==> src/verilog/pos_params.svh <==
// constants for the out-of-band signalling sequencer and detector
// ==========================================================
// Notes on behaviour
// - idle carries D.C. idle, burst carries transitions
// - signals differ only by idle length
// - support COMSAS; COMINIT equals COMRESET
// - transmit six idle then burst pairs
// - bursts are repeated ALIGN (0) primitives
// - after sixth burst hold negation idle
// - bursts at G1, else lowest supported rate
// - G2 bursts carry twice the ALIGN count
// - report after four matching idle/burst pairs
// - more than four pairs is no error
// - no re-report before negation or other signal
// - detect ALIGN bursts at any lower rate
// - SATA support also detects D24.3 bursts
// - port selection: five COMINITs, chosen intervals
// - never spread-spectrum the transmit clock
// - SATA receiver tolerates spread-spectrum input
// - retime SATA receive data onto internal clock
// - recovered clock never drives transmit
// - transmitter tolerates clock tracking by device
`ifndef POS_PARAMS_SVH
`define POS_PARAMS_SVH

// ==========================================================
// clock and timing, times in ns, clock period in ps
`define POS_CLK_PERIOD_PS  25000
`define POS_BURST_NS       320
`define POS_IDLE_INIT_NS   960
`define POS_IDLE_WAKE_NS   320
`define POS_IDLE_SAS_NS    2880
`define POS_NEG_INIT_NS    4000
`define POS_NEG_WAKE_NS    2000
`define POS_NEG_SAS_NS     8000
`define POS_PS_INTA_NS     20000
`define POS_PS_INTB_NS     30000
`define POS_TOL_SHIFT      2
`define POS_ALIGN_SLOT_G1  2

// ==========================================================
// sequence counts
`define POS_TX_PAIRS       3'h6
`define POS_RX_PAIRS       3'h4
`define POS_PS_COUNT       3'h5

// ==========================================================
// register map (byte addresses) and fields
`define POS_CTRL_ADDR      4'h0
`define POS_STATUS_ADDR    4'h4
`define POS_CTRL_START     0
`define POS_CTRL_KIND_LO   1
`define POS_CTRL_PSMODE    3
`define POS_CTRL_PAT_LO    4
`define POS_CTRL_SATA      8
`define POS_ST_BUSY        0
`define POS_ST_RATEG2      1
`define POS_ST_KIND_LO     2
`define POS_ST_SEEN_LO     4

`endif

==> src/verilog/pos_pkg.sv <==
// types shared by the out-of-band signalling block
package pos_pkg;

  typedef enum logic [1:0] {
    POS_NONE,
    POS_INIT,
    POS_WAKE,
    POS_SAS
  } pos_kind_t;

  typedef enum {
    TX_OFF,
    TX_GAP,
    TX_BURST,
    TX_NEG,
    TX_PSWAIT
  } pos_tx_state_t;

endpackage

==> src/verilog/pos_retimer.sv <==
// two-stage retimer onto the internal clock
`timescale 1ns/1ps
`default_nettype none

module pos_retimer #(
  parameter int WIDTH = 1
) (
  // clock and reset
  input  wire logic             clk,
  input  wire logic             rst_n,
  // data
  input  wire logic [WIDTH-1:0] dIn,
  output logic      [WIDTH-1:0] dOut
);

  logic [WIDTH-1:0] stage1Reg;

  // first stage feeds the second stage only
  always_ff @(posedge clk)
  begin
    if (!rst_n)
    begin
      stage1Reg <= '0;
      dOut      <= '0;
    end
    else
    begin
      stage1Reg <= dIn;
      dOut      <= stage1Reg;
    end
  end

endmodule

`default_nettype wire

==> src/verilog/pos_oob_core.sv <==
// out-of-band sequencer, detector and register slave
`timescale 1ns/1ps
`default_nettype none
`include "pos_params.svh"

module pos_oob_core #(
  parameter int CNT_W       = 16,
  parameter int DATA_W      = 20,
  parameter bit LOWEST_G1   = 1'b1,
  parameter int BURST_NS    = `POS_BURST_NS,
  parameter int IDLE_INIT_NS = `POS_IDLE_INIT_NS,
  parameter int IDLE_WAKE_NS = `POS_IDLE_WAKE_NS,
  parameter int IDLE_SAS_NS  = `POS_IDLE_SAS_NS,
  parameter int NEG_INIT_NS  = `POS_NEG_INIT_NS,
  parameter int NEG_WAKE_NS  = `POS_NEG_WAKE_NS,
  parameter int NEG_SAS_NS   = `POS_NEG_SAS_NS,
  parameter int PS_INTA_NS   = `POS_PS_INTA_NS,
  parameter int PS_INTB_NS   = `POS_PS_INTB_NS
) (
  // clock and reset
  input  wire logic              clk,
  input  wire logic              rst_n,
  // avalon-mm slave
  input  wire logic [3:0]        avsAddress,
  input  wire logic              avsRead,
  input  wire logic              avsWrite,
  input  wire logic [31:0]       avsWriteData,
  input  wire logic [3:0]        avsByteEnable,
  output logic      [31:0]       avsReadData,
  output logic                   avsWaitRequest,
  // transmit link
  output logic                   txIdle,
  output logic                   txAlign,
  output logic                   txRateG2,
  // receive link
  input  wire logic              rxAlignIn,
  input  wire logic              rxD243In,
  input  wire logic [DATA_W-1:0] rxDataIn,
  output logic      [DATA_W-1:0] rxDataOut,
  // detection events
  output logic                   detPulse,
  output pos_pkg::pos_kind_t     detKind
);
  import pos_pkg::*;

  // ==========================================================
  // derived cycle counts
  localparam int PER = `POS_CLK_PERIOD_PS;
  localparam int BURST_C  = (BURST_NS * 1000 + PER - 1) / PER;
  localparam int IINIT_C  = (IDLE_INIT_NS * 1000 + PER - 1) / PER;
  localparam int IWAKE_C  = (IDLE_WAKE_NS * 1000 + PER - 1) / PER;
  localparam int ISAS_C   = (IDLE_SAS_NS * 1000 + PER - 1) / PER;
  localparam int NINIT_C  = (NEG_INIT_NS * 1000 + PER - 1) / PER;
  localparam int NWAKE_C  = (NEG_WAKE_NS * 1000 + PER - 1) / PER;
  localparam int NSAS_C   = (NEG_SAS_NS * 1000 + PER - 1) / PER;
  localparam int PSA_C    = (PS_INTA_NS * 1000 + PER - 1) / PER;
  localparam int PSB_C    = (PS_INTB_NS * 1000 + PER - 1) / PER;
  localparam int TS       = `POS_TOL_SHIFT;
  localparam logic [CNT_W-1:0] BURST_END = CNT_W'(BURST_C - 1);
  localparam logic [1:0] SLOT_G1 = 2'(`POS_ALIGN_SLOT_G1 - 1);

  // idle timing for each signal, in clock cycles rounded up
  function automatic logic [CNT_W-1:0] idleCyc(input pos_kind_t k);
    unique case (k)
      POS_WAKE: idleCyc = CNT_W'(IWAKE_C);
      POS_SAS:  idleCyc = CNT_W'(ISAS_C);
      default:  idleCyc = CNT_W'(IINIT_C);
    endcase
  endfunction

  function automatic logic [CNT_W-1:0] negCyc(input pos_kind_t k);
    unique case (k)
      POS_WAKE: negCyc = CNT_W'(NWAKE_C);
      POS_SAS:  negCyc = CNT_W'(NSAS_C);
      default:  negCyc = CNT_W'(NINIT_C);
    endcase
  endfunction

  // the tolerance window absorbs spread-spectrum drift on receive
  function automatic logic inWin(input logic [CNT_W-1:0] n, input int c);
    inWin = (n >= CNT_W'(c - (c >> TS))) && (n <= CNT_W'(c + (c >> TS)));
  endfunction

  // ==========================================================
  // register state
  logic          ackReg;
  logic          sataReg;
  logic          psModeReg;
  logic [3:0]    psPatReg;
  pos_kind_t     txKindReg;
  logic [2:0]    seenReg;
  pos_kind_t     lastKindReg;
  pos_tx_state_t txStateReg;
  logic [CNT_W-1:0] txTimerReg;
  logic [CNT_W-1:0] psTimerReg;
  logic [2:0]    txPairReg;
  logic [2:0]    psLeftReg;
  logic [1:0]    slotReg;
  logic          wrCtrl;
  logic          wrStatus;
  logic          startCmd;
  logic [2:0]    seenSet;

  // ==========================================================
  // avalon slave: one wait state, then the answer
  assign avsWaitRequest = (avsRead | avsWrite) & ~ackReg;
  assign wrCtrl   = avsWrite & ackReg & (avsAddress == `POS_CTRL_ADDR);
  assign wrStatus = avsWrite & ackReg & (avsAddress == `POS_STATUS_ADDR);
  assign startCmd = wrCtrl & avsByteEnable[0]
                  & avsWriteData[`POS_CTRL_START] & (txStateReg == TX_OFF);

  always_ff @(posedge clk)
  begin
    if (!rst_n)
      ackReg <= 1'b0;
    else
      ackReg <= (avsRead | avsWrite) & ~ackReg;
  end

  always_ff @(posedge clk)
  begin
    if (!rst_n)
      avsReadData <= 32'h0;
    else if (avsRead & ~ackReg)
    begin
      avsReadData <= 32'h0;
      if (avsAddress == `POS_CTRL_ADDR)
      begin
        avsReadData[`POS_CTRL_KIND_LO +: 2] <= txKindReg;
        avsReadData[`POS_CTRL_PSMODE]       <= psModeReg;
        avsReadData[`POS_CTRL_PAT_LO +: 4]  <= psPatReg;
        avsReadData[`POS_CTRL_SATA]         <= sataReg;
      end
      else if (avsAddress == `POS_STATUS_ADDR)
      begin
        avsReadData[`POS_ST_BUSY]          <= txStateReg != TX_OFF;
        avsReadData[`POS_ST_RATEG2]        <= txRateG2;
        avsReadData[`POS_ST_KIND_LO +: 2]  <= lastKindReg;
        avsReadData[`POS_ST_SEEN_LO +: 3]  <= seenReg;
      end
    end
  end

  // configuration is frozen while a sequence runs
  always_ff @(posedge clk)
  begin
    if (!rst_n)
    begin
      txKindReg <= POS_INIT;
      psModeReg <= 1'b0;
      psPatReg  <= 4'h0;
      sataReg   <= 1'b0;
    end
    else if (wrCtrl && txStateReg == TX_OFF)
    begin
      if (avsByteEnable[0])
      begin
        txKindReg <= pos_kind_t'(avsWriteData[`POS_CTRL_KIND_LO +: 2]);
        psModeReg <= avsWriteData[`POS_CTRL_PSMODE];
        psPatReg  <= avsWriteData[`POS_CTRL_PAT_LO +: 4];
      end
      if (avsByteEnable[1])
        sataReg <= avsWriteData[`POS_CTRL_SATA];
    end
  end

  // seen flags: write one to clear, a new detection wins
  always_ff @(posedge clk)
  begin
    if (!rst_n)
      seenReg <= 3'h0;
    else if (wrStatus && avsByteEnable[0])
      seenReg <= (seenReg & ~avsWriteData[`POS_ST_SEEN_LO +: 3]) | seenSet;
    else
      seenReg <= seenReg | seenSet;
  end

  // ==========================================================
  // transmit sequencer, clocked only by the local clock
  // no recovered clock enters here and the local clock is not
  // modulated, so the far end may track it freely
  always_ff @(posedge clk)
  begin
    if (!rst_n)
      txRateG2 <= 1'b0;
    else
      txRateG2 <= ~LOWEST_G1;
  end

  always_ff @(posedge clk)
  begin
    if (!rst_n)
    begin
      txStateReg <= TX_OFF;
      txTimerReg <= '0;
      txPairReg  <= 3'h0;
      psLeftReg  <= 3'h0;
    end
    else
    begin
      txTimerReg <= txTimerReg + 1'b1;
      unique case (txStateReg)
        TX_OFF:
          if (startCmd)
          begin
            txStateReg <= TX_GAP;
            txTimerReg <= '0;
            txPairReg  <= 3'h0;
            psLeftReg  <= `POS_PS_COUNT - 3'h1;
          end
        TX_GAP:
          if (txTimerReg == idleCyc(psModeReg ? POS_INIT : txKindReg) - 1'b1)
          begin
            txStateReg <= TX_BURST;
            txTimerReg <= '0;
          end
        TX_BURST:
          if (txTimerReg == BURST_END)
          begin
            txTimerReg <= '0;
            txPairReg  <= txPairReg + 3'h1;
            if (txPairReg == `POS_TX_PAIRS - 3'h1)
              txStateReg <= TX_NEG;
            else
              txStateReg <= TX_GAP;
          end
        TX_NEG:
          if (txTimerReg == negCyc(psModeReg ? POS_INIT : txKindReg) - 1'b1)
          begin
            txTimerReg <= '0;
            if (psModeReg && psLeftReg != 3'h0)
              txStateReg <= TX_PSWAIT;
            else
              txStateReg <= TX_OFF;
          end
        TX_PSWAIT:
          // interval runs from the first burst of the last COMINIT
          if (psTimerReg >= (psPatReg[2'(psLeftReg - 3'h1)] ?
                             CNT_W'(PSB_C) : CNT_W'(PSA_C)))
          begin
            txStateReg <= TX_GAP;
            txTimerReg <= '0;
            txPairReg  <= 3'h0;
            psLeftReg  <= psLeftReg - 3'h1;
          end
      endcase
    end
  end

  // port-selection interval timer, restarted at each first burst of a COMINIT
  always_ff @(posedge clk)
  begin
    if (!rst_n)
      psTimerReg <= '0;
    else if (txStateReg == TX_GAP && txPairReg == 3'h0
             && txTimerReg == idleCyc(POS_INIT) - 1'b1)
      psTimerReg <= '0;
    else if (psTimerReg != '1)
      psTimerReg <= psTimerReg + 1'b1;
  end

  // ALIGN slots: G2 slots are half as long, so twice as many fit
  always_ff @(posedge clk)
  begin
    if (!rst_n)
    begin
      slotReg <= 2'h0;
      txAlign <= 1'b0;
      txIdle  <= 1'b1;
    end
    else
    begin
      txIdle  <= txStateReg != TX_BURST;
      txAlign <= 1'b0;
      if (txStateReg != TX_BURST)
        slotReg <= 2'h0;
      else if (txRateG2 || slotReg == SLOT_G1)
      begin
        slotReg <= 2'h0;
        txAlign <= 1'b1;
      end
      else
        slotReg <= slotReg + 2'h1;
    end
  end

  // ==========================================================
  // receive path
  logic [DATA_W+1:0] rxSync;
  logic              rxBurst;
  logic              rxBurstPrev;
  logic [CNT_W-1:0]  idleCntReg;
  logic [2:0]        pairCntReg;
  logic [2:0]        pairNext;
  pos_kind_t         pairKindReg;
  pos_kind_t         reportedReg;
  pos_kind_t         cls;

  pos_retimer #(
    .WIDTH (DATA_W + 2)
  ) u_retimer (
    .clk   (clk),
    .rst_n (rst_n),
    .dIn   ({rxAlignIn, rxD243In, rxDataIn}),
    .dOut  (rxSync)
  );

  assign rxDataOut = rxSync[DATA_W-1:0];
  // any-rate ALIGN envelope, D24.3 only with SATA support
  assign rxBurst = rxSync[DATA_W+1]
                 | (sataReg & rxSync[DATA_W]);

  // idle length alone selects the signal kind
  always_comb
  begin
    cls = POS_NONE;
    if (inWin(idleCntReg, IWAKE_C))
      cls = POS_WAKE;
    else if (inWin(idleCntReg, IINIT_C))
      cls = POS_INIT;
    else if (inWin(idleCntReg, ISAS_C))
      cls = POS_SAS;
  end

  always_comb
  begin
    pairNext = 3'h1;
    if (cls == POS_NONE)
      pairNext = 3'h0;
    else if (cls == pairKindReg)
      pairNext = (pairCntReg == 3'h7) ? pairCntReg
                                      : pairCntReg + 3'h1;
  end

  always_ff @(posedge clk)
  begin
    if (!rst_n)
    begin
      rxBurstPrev <= 1'b0;
      // saturated, so the first burst after reset makes no pair
      idleCntReg  <= '1;
    end
    else
    begin
      rxBurstPrev <= rxBurst;
      if (rxBurst)
        idleCntReg <= '0;
      else if (idleCntReg != '1)
        idleCntReg <= idleCntReg + 1'b1;
    end
  end

  always_ff @(posedge clk)
  begin
    if (!rst_n)
    begin
      pairCntReg  <= 3'h0;
      pairKindReg <= POS_NONE;
      reportedReg <= POS_NONE;
      lastKindReg <= POS_NONE;
      detPulse    <= 1'b0;
      detKind     <= POS_NONE;
      seenSet     <= 3'h0;
    end
    else
    begin
      detPulse <= 1'b0;
      seenSet  <= 3'h0;
      if (rxBurst && !rxBurstPrev)
      begin
        pairCntReg  <= pairNext;
        pairKindReg <= cls;
        if (pairNext == `POS_RX_PAIRS && reportedReg != cls)
        begin
          detPulse    <= 1'b1;
          detKind     <= cls;
          reportedReg <= cls;
          lastKindReg <= cls;
          seenSet     <= 3'h1 << (2'(cls) - 2'h1);
        end
      end
      else if (!rxBurst && reportedReg != POS_NONE
               && idleCntReg >= negCyc(reportedReg))
      begin
        reportedReg <= POS_NONE;
        pairCntReg  <= 3'h0;
      end
    end
  end

  // ==========================================================
  // checks
  tx_burst_only_a: assert property (
    @(posedge clk) disable iff (!rst_n)
    txAlign |-> !txIdle && $past(txStateReg) == TX_BURST)
    else $error("align sent outside a burst");

  tx_six_pairs_a: assert property (
    @(posedge clk) disable iff (!rst_n)
    (txStateReg == TX_NEG && $past(txStateReg) == TX_BURST)
      |-> txPairReg == `POS_TX_PAIRS)
    else $error("negation began without six pairs");

  tx_neg_len_a: assert property (
    @(posedge clk) disable iff (!rst_n)
    ($past(txStateReg) == TX_NEG && txStateReg != TX_NEG)
      |-> $past(txTimerReg)
          == negCyc(psModeReg ? POS_INIT : txKindReg) - 1'b1)
    else $error("negation idle of wrong length");

  tx_g1_spacing_a: assert property (
    @(posedge clk) disable iff (!rst_n)
    (txAlign && !txRateG2) |=> !txAlign)
    else $error("g1 aligns too dense");

  tx_rate_a: assert property (
    @(posedge clk) disable iff (!rst_n)
    $past(rst_n) |-> txRateG2 == !LOWEST_G1)
    else $error("burst rate above lowest supported rate");

  rx_four_pairs_a: assert property (
    @(posedge clk) disable iff (!rst_n)
    detPulse |-> pairCntReg == `POS_RX_PAIRS && detKind != POS_NONE)
    else $error("report without four pairs");

  rx_no_repeat_a: assert property (
    @(posedge clk) disable iff (!rst_n)
    detPulse |-> $past(reportedReg) != detKind && reportedReg == detKind)
    else $error("same signal reported twice");

  rx_pulse_one_a: assert property (
    @(posedge clk) disable iff (!rst_n)
    detPulse |=> !detPulse)
    else $error("detection pulse longer than one cycle");

  ps_count_a: assert property (
    @(posedge clk) disable iff (!rst_n)
    (psModeReg && $past(txStateReg) == TX_NEG && txStateReg == TX_OFF)
      |-> psLeftReg == 3'h0)
    else $error("port selection ended early");

endmodule

`default_nettype wire

==> config.mk <==
export PLATFORM = sky130hd
export DESIGN_NAME = pos_oob_core
export DESIGN_NICKNAME = d
export VERILOG_FILES = /design/src/verilog/pos_pkg.sv /design/src/verilog/pos_retimer.sv /design/src/verilog/pos_oob_core.sv
export VERILOG_INCLUDE_DIRS = /design/src /design/src/verilog
export SDC_FILE = /design/constraint.sdc
export NUM_CORES = 1
export LEC_CHECK = 0
export BUFFER_PORTS_ARGS = -buffer_cell sky130_fd_sc_hd__buf_4
export CAP_MARGIN = 10
export CORE_ASPECT_RATIO = 0.7
export CORE_MARGIN = 2
export CORE_UTILIZATION = 40
export DETAILED_ROUTE_END_ITERATION = 10
export GPL_ROUTABILITY_DRIVEN = 0
export HOLD_SLACK_MARGIN = 0.02
export SYNTH_ARGS = -nofsm -noshare
export SYNTH_HDL_FRONTEND = slang
export SYNTH_SLANG_ARGS = --single-unit
export TNS_END_PERCENT = 10
==> constraint.sdc <==
create_clock -name clk -period 5.3 [get_ports clk]
set_input_delay 1.06 -clock clk [delete_from_list [all_inputs] [get_ports clk]]
set_output_delay 1.06 -clock clk [all_outputs]
set_load 0.01 [all_outputs]
== Yosys cells after proc, flatten, opt, wreduce, memory -nomap -nowiden ==
Index checks and enable logic that the tools add are counted.
Cells by class
  muxes and demuxes: 54
  equal/unequal tests: 29
  reductions and logical operators: 38
  add/subtract/negate cells: 10
  bitwise logic cells: 17
  shifts and indexed selects: 1
  order comparisons: 9
Operators by type and width (count)
  $mux W16: 13
  $mux W32: 5
  $pmux W32 S5: 1
  $eq A32 B2 Y1 const B: 3
  $pmux W16 S5: 1
  $logic_not A32 Y1: 2
  $add A16 B1 Y16 const B: 3
  $mux W3: 12
  $pmux W9 S2: 2
  $eq A16 B16 Y1: 2
  $eq A32 B1 Y1 const B: 1
  $eq A32 B3 Y1 const B: 1
  $ne A16 B16 Y1 const B: 2
  $ne A32 B3 Y1 const B: 1
  $reduce_bool A32 Y1: 1
  $sub A16 B1 Y16 const B: 2
  $mux W2: 9
  $eq A16 B4 Y1 const B: 1
  $eq A16 B6 Y1 const B: 1
  $ge A16 B11 Y1: 1
  $ge A16 B16 Y1: 1
  $ge A16 B4 Y1 const B: 1
  $ge A16 B5 Y1 const B: 1
  $ge A16 B7 Y1 const B: 1
  44 further kinds: 90
Storage, ports and cells
  output and inout port bits: 59
  input bits: 66
  word-level logic and storage cells: 183
  register bits: 169

== Logic depth before layout (Yosys ltp) ==
  depth in word-level cells: 12
  gate-level depth with buffers: 14

== Hierarchy ==
Synthesis repeated with hierarchy kept, for this count alone.
Second synthesis, totals
  cell total of the unflattened synthesis: 726
  area, all modules: 6721.4 µm²
Modules (own cells, without submodules)
  pos_oob_core: cells each 634, area an instance 5490.3 µm², sequential area each 1921.8 µm², instances 1
  pos_retimer: cells each 92, area an instance 1231.2 µm², sequential area each 880.8 µm², instances 1

== Least setup slack after synthesis ==
OpenSTA, ideal clock, no wires.
  kind: register to register
  from: register psLeftReg[0]
  to: register txTimerReg[15]
  slack: 1.819 ns
  library setup time: 0.143 ns
  arrival time: 3.338 ns
  period minus slack after synthesis: 3.481 ns
  cell stages (with the launch flop): 13
  path through: dfxtp_1 -> inv_1 -> ha_1 -> mux4_2 -> ha_1 -> nand4bb_1 -> a21boi_1 -> o21ai_0 -> a2111oi_1 -> nor2_1 -> o31ai_1 -> clkbuf_1 -> a2111oi_0
On the way
  cells in the longest elaborated chain, start to end: 7
Ends and longest elaborated chain
  start: declaration: RTL line pos_oob_core.sv:97  | logic [2:0] psLeftReg;
  start signal: assignment: RTL line pos_oob_core.sv:209  | psLeftReg <= `POS_PS_COUNT - 3'h1;
  start signal: assignment: RTL line pos_oob_core.sv:244  | psLeftReg <= psLeftReg - 3'h1;
  $sub A3 B1 Y3
  $bmux W1 S2: RTL line pos_oob_core.sv:238  | if (psTimerReg >= (psPatReg[2'(psLeftReg - 3'h1)] ?
  $mux W1 (not written as such): RTL line pos_oob_core.sv:238
  $mux W11: RTL line pos_oob_core.sv:238
  $ge A16 B11 Y1: RTL line pos_oob_core.sv:238
  $mux W16: RTL line pos_oob_core.sv:238
  $pmux W16 S5: RTL line pos_oob_core.sv:202  | unique case (txStateReg)
  end signal: assignment: RTL line pos_oob_core.sv:201  | txTimerReg <= txTimerReg + 1'b1;
  end: declaration: RTL line pos_oob_core.sv:94  | logic [CNT_W-1:0] txTimerReg;
Every way passes these cells. The select of a mux whose other input is x is not followed.
A chain may end at the register's enable or synchronous reset.

== Worst setup path in the final report ==
  from: register psLeftReg[0]
  to: register txPairReg[1]
On the way
  cells in the longest elaborated chain, start to end: 7
Ends and longest elaborated chain
  $sub A3 B1 Y3
  $bmux W1 S2: RTL line pos_oob_core.sv:238
  $mux W1 (not written as such): RTL line pos_oob_core.sv:238
  $mux W11: RTL line pos_oob_core.sv:238
  $ge A16 B11 Y1: RTL line pos_oob_core.sv:238
  $ne A2 B2 Y1 (no source line)
  $reduce_and A4 Y1 (no source line)
  end signal: assignment: RTL line pos_oob_core.sv:221  | txPairReg <= txPairReg + 3'h1;
  end: declaration: RTL line pos_oob_core.sv:96  | logic [2:0] txPairReg;
Every way passes these cells. The select of a mux whose other input is x is not followed.

==> flow_metrics.env <==
export IMPL_crit_buf_inv=1
export IMPL_synth_cells=756
export IMPL_first_pass_iters=5
export IMPL_routed_wirelength_um=14820
export IMPL_hp_start="slotReg[0]"
export IMPL_slew_headroom_pct=44.51
export IMPL_avgSynthCellArea_um2=8.768
export IMPL_worst_endpoint_arrival_ns=4.12
export IMPL_r2r_start="psLeftReg[0]"
export IMPL_cap_viol_max_count=0
export IMPL_clk_pin_slew_ns=0.06
export IMPL_internal_power_uw=1939
export IMPL_worstPathRequired_ns=5.57
export IMPL_cts_buffer_depth=2
export IMPL_r2r_end="txPairReg[1]"
export IMPL_clockPowerShare_pct=40.2
export IMPL_fillCellCount=1561
export IMPL_htreeDepth=4
export IMPL_crit_chain="inv_1, ha_1, mux4_2, ha_1, nand4bb_1, a21boi_1, o21ai_0, a2111oi_1, o21ai_0, a2111oi_0, o32ai_1"
export IMPL_ir_drop_v=0.0001839
export IMPL_setup_worst_path_end_class="flip-flop"
export IMPL_power_frac_seq_pct=44.3
export IMPL_fin_crit_sh_pct=72.67
export IMPL_io_pins=125
export IMPL_dp_hpwl_um=10540
export IMPL_yosysSeqAreaShare_pct=42.28
export IMPL_rsz0062_at_grt="false"
export IMPL_antenna_found_initial=0
export IMPL_fin_util_pct=47.27
export IMPL_slowest_delay_ns=0.68
export IMPL_critPathSlowestCell="a2111oi_0"
export IMPL_p_comb_share_pct=15.5
export IMPL_startpoint_type="flip-flop"
export IMPL_drv_slew=0
export IMPL_vias=5260
export IMPL_ys_ff_latch=140
export IMPL_diodes=0
export IMPL_crit_type="flip-flop to flip-flop"
export IMPL_numPortBuffers=75
export IMPL_finalHoldViolCount=0
export IMPL_sw_frac_of_total_pct=30.39
export IMPL_syn_area_um2=6629
export IMPL_fmax_mhz=259.6
export IMPL_numCtsBuffers=17
export IMPL_synth_main_ff_cell="dfxtp_1"
export IMPL_cp_top_family="compound AO/OA/AOI/OAI gates"
export IMPL_wl_per_cell_um=14.29
export IMPL_hold_class="flip-flop to flip-flop"
export IMPL_synthArstFlopShare_pct=0
export IMPL_min_period_ns=3.851
export IMPL_viasPerCell=5.072
export IMPL_synth_distinct_cells=60
export IMPL_finClkSkew_ns=0.007498
export IMPL_switching_power_uw=846.3
export IMPL_layout_drive_gt1_share_pct=14.66
export IMPL_yosys_warnings=0
export IMPL_area_growth_pct=15.87
export IMPL_dieArea_um2=17630
export IMPL_start_util_pct=40.79
export IMPL_grt_pass1_wl_um=24300
export IMPL_antenna_left=0
export IMPL_whs_ns=0.4283
export IMPL_fin_tns_setup_ns=0
export IMPL_grt_remaining_overflow=0
export IMPL_post_cts_buffers=0
export IMPL_drtIter0Drc=325
export IMPL_die_y_um=111.7
export IMPL_path_max_fanout=4
export IMPL_grtUsageTotal_pct=17.21
export IMPL_first_global_vias=4975
export IMPL_final_nets=892
export IMPL_clock_root_buffer="clkbuf_16"
export IMPL_cts_hold_buf=0
export IMPL_post_cts_resized=0
export IMPL_synth_edf_count=0
export IMPL_worstMarginPinSlew_ns=0.8247
export IMPL_whs_path_depth=1
export IMPL_status="complete, no violations"
export IMPL_cts_tree="done"
export IMPL_drcViolationCount=0
export IMPL_grt_max_degree=85
export IMPL_ff2ff_path_depth=11
export IMPL_core_um2=16250
export IMPL_p_total_uw=2785
export IMPL_clock_latency_ns=0.42
export IMPL_power_density_nw_per_um2=362.6
export IMPL_dieWidth_um=157.9
export IMPL_clock_sinks=140
export IMPL_num_rows=39
export IMPL_hold_end="slotReg[0]"
export IMPL_p_leak_uw=0.003094
export IMPL_setup_violations=0
export IMPL_r2r_slack_ns=1.45
[cell usage after synthesis, types with 22 or more instances]
master	instances	area share (%)
nand2_1	66	3.7
inv_1	28	1.6
buf_4	44	5.0
nand3_1	37	2.8
xor2_1	22	2.9
o21ai_0	28	2.1
dfxtp_1	140	42
a21oi_1	28	2.1
ha_1	27	5.1
nor3_1	23	1.7
nor2_1	70	4.0
and2_1	48	4.5
clkbuf_1	31	1.8
[logic make-up (layout without fill, tap and decap cells)]
kind of cell / count (synthesis) / in the layout / synth area share (%)
AO/OA/AOI/OAI: 129 / 129 / 13.48
XOR/XNOR: 40 / 40 / 5.285
adder cells (fa/ha/maj): 27 / 27 / 5.096
buffers and inverters: 105 / 138 / 8.456
flip-flops: 140 / 140 / 42.28
multiplexers: 16 / 16 / 2.605
other: 1 / 24 / 0.05657
AND/OR/NAND/NOR: 298 / 298 / 22.74
[layout by cell type (no fill, tap or decap), types with 3 or more instances in the layout]
cell type and count:
a21oi_1 28, xor2_1 22, nand4_1 6, xnor2_1 18, a211oi_1 7, a22oi_1 5
nor4_1 8, and4_1 7, and3_1 9, nand3_1 37, o31ai_1 3, nand2_1 66
nor3_1 23, conb_1 24, mux2i_1 15, a31oi_1 8, a21o_1 4, inv_6 7
dfxtp_1 140, a2111oi_0 19, nor2b_1 9, o21ai_0 28, clkbuf_16 17, nand2b_1 5
o22ai_1 3, nor2_1 70, ha_1 27, inv_1 28, buf_4 78, o211ai_1 4
clkinvlp_4 3, and2_1 48
[power groups by stage]
stage	Sequential (uW)	Clock (uW)	Combinational, uW
finish	1230	1120	431
global route	1250	1190	489
CTS	1230	1150	429
detailed placement	1250	0	424
global placement	1250	0	414
floorplan	1200	0	373
[per-stage QoR]
stage	area, um^2	setup WS (ns)	instances
after floorplan	6715	1.819	779
after global placement	7127	1.575	1005
after detailed placement	7127	1.527	1005
after CTS	7681	1.490	1037
after global routing	7681	0.9920	1037
final	7681	1.449	1037
[cell type report]
class / instances / area (um^2) / share of cell area, %
clock buffer: 17 / 425.4 / 5.538
sequential: 140 / 2803 / 36.49
clock inverter: 15 / 128.9 / 1.678
timing repair buffer: 78 / 585.6 / 7.623
inverter: 28 / 105.1 / 1.368
tap: 225 / 281.5 / 3.665
multi-input combinational: 534 / 3352 / 43.64
[worst max-delay path by stage]
stage | from | end | depth (start not counted)
6_report | psLeftReg[0] | txPairReg[1] | 11
4_1_cts | psLeftReg[0] | txPairReg[1] | 11
3_3_place_gp | psLeftReg[0] | txPairReg[1] | 11
2_1_floorplan | psLeftReg[0] | txTimerReg[15] | 12
3_5_place_dp | psLeftReg[0] | txPairReg[1] | 11
5_1_grt | psLeftReg[0] | txPairReg[1] | 11
[state kept, by name, summed over array words and instances (netlist names), 3 cells and up]
| register | flops |
|---|---|
| u_retimer.dOut | 22 |
| u_retimer.stage1Reg | 22 |
| idleCntReg | 16 |
| psTimerReg | 16 |
| txTimerReg | 16 |
| avsReadData | 9 |
| psPatReg | 4 |
| pairCntReg | 3 |
| psLeftReg | 3 |
| seenReg | 3 |
| seenSet | 3 |
| txPairReg | 3 |
| txStateReg | 3 |
[metal layers]
layer	GRT usage [%]	share of wire, %	vias to the layer above
met1	24.58	50	2453
li1	-	-	2660
met3	3.464	5.2	16
met4	6.848	1.6	0
met2	25.39	43	131
met5	0	0	-
No activity file was read; power rests on OpenSTA's default activity.
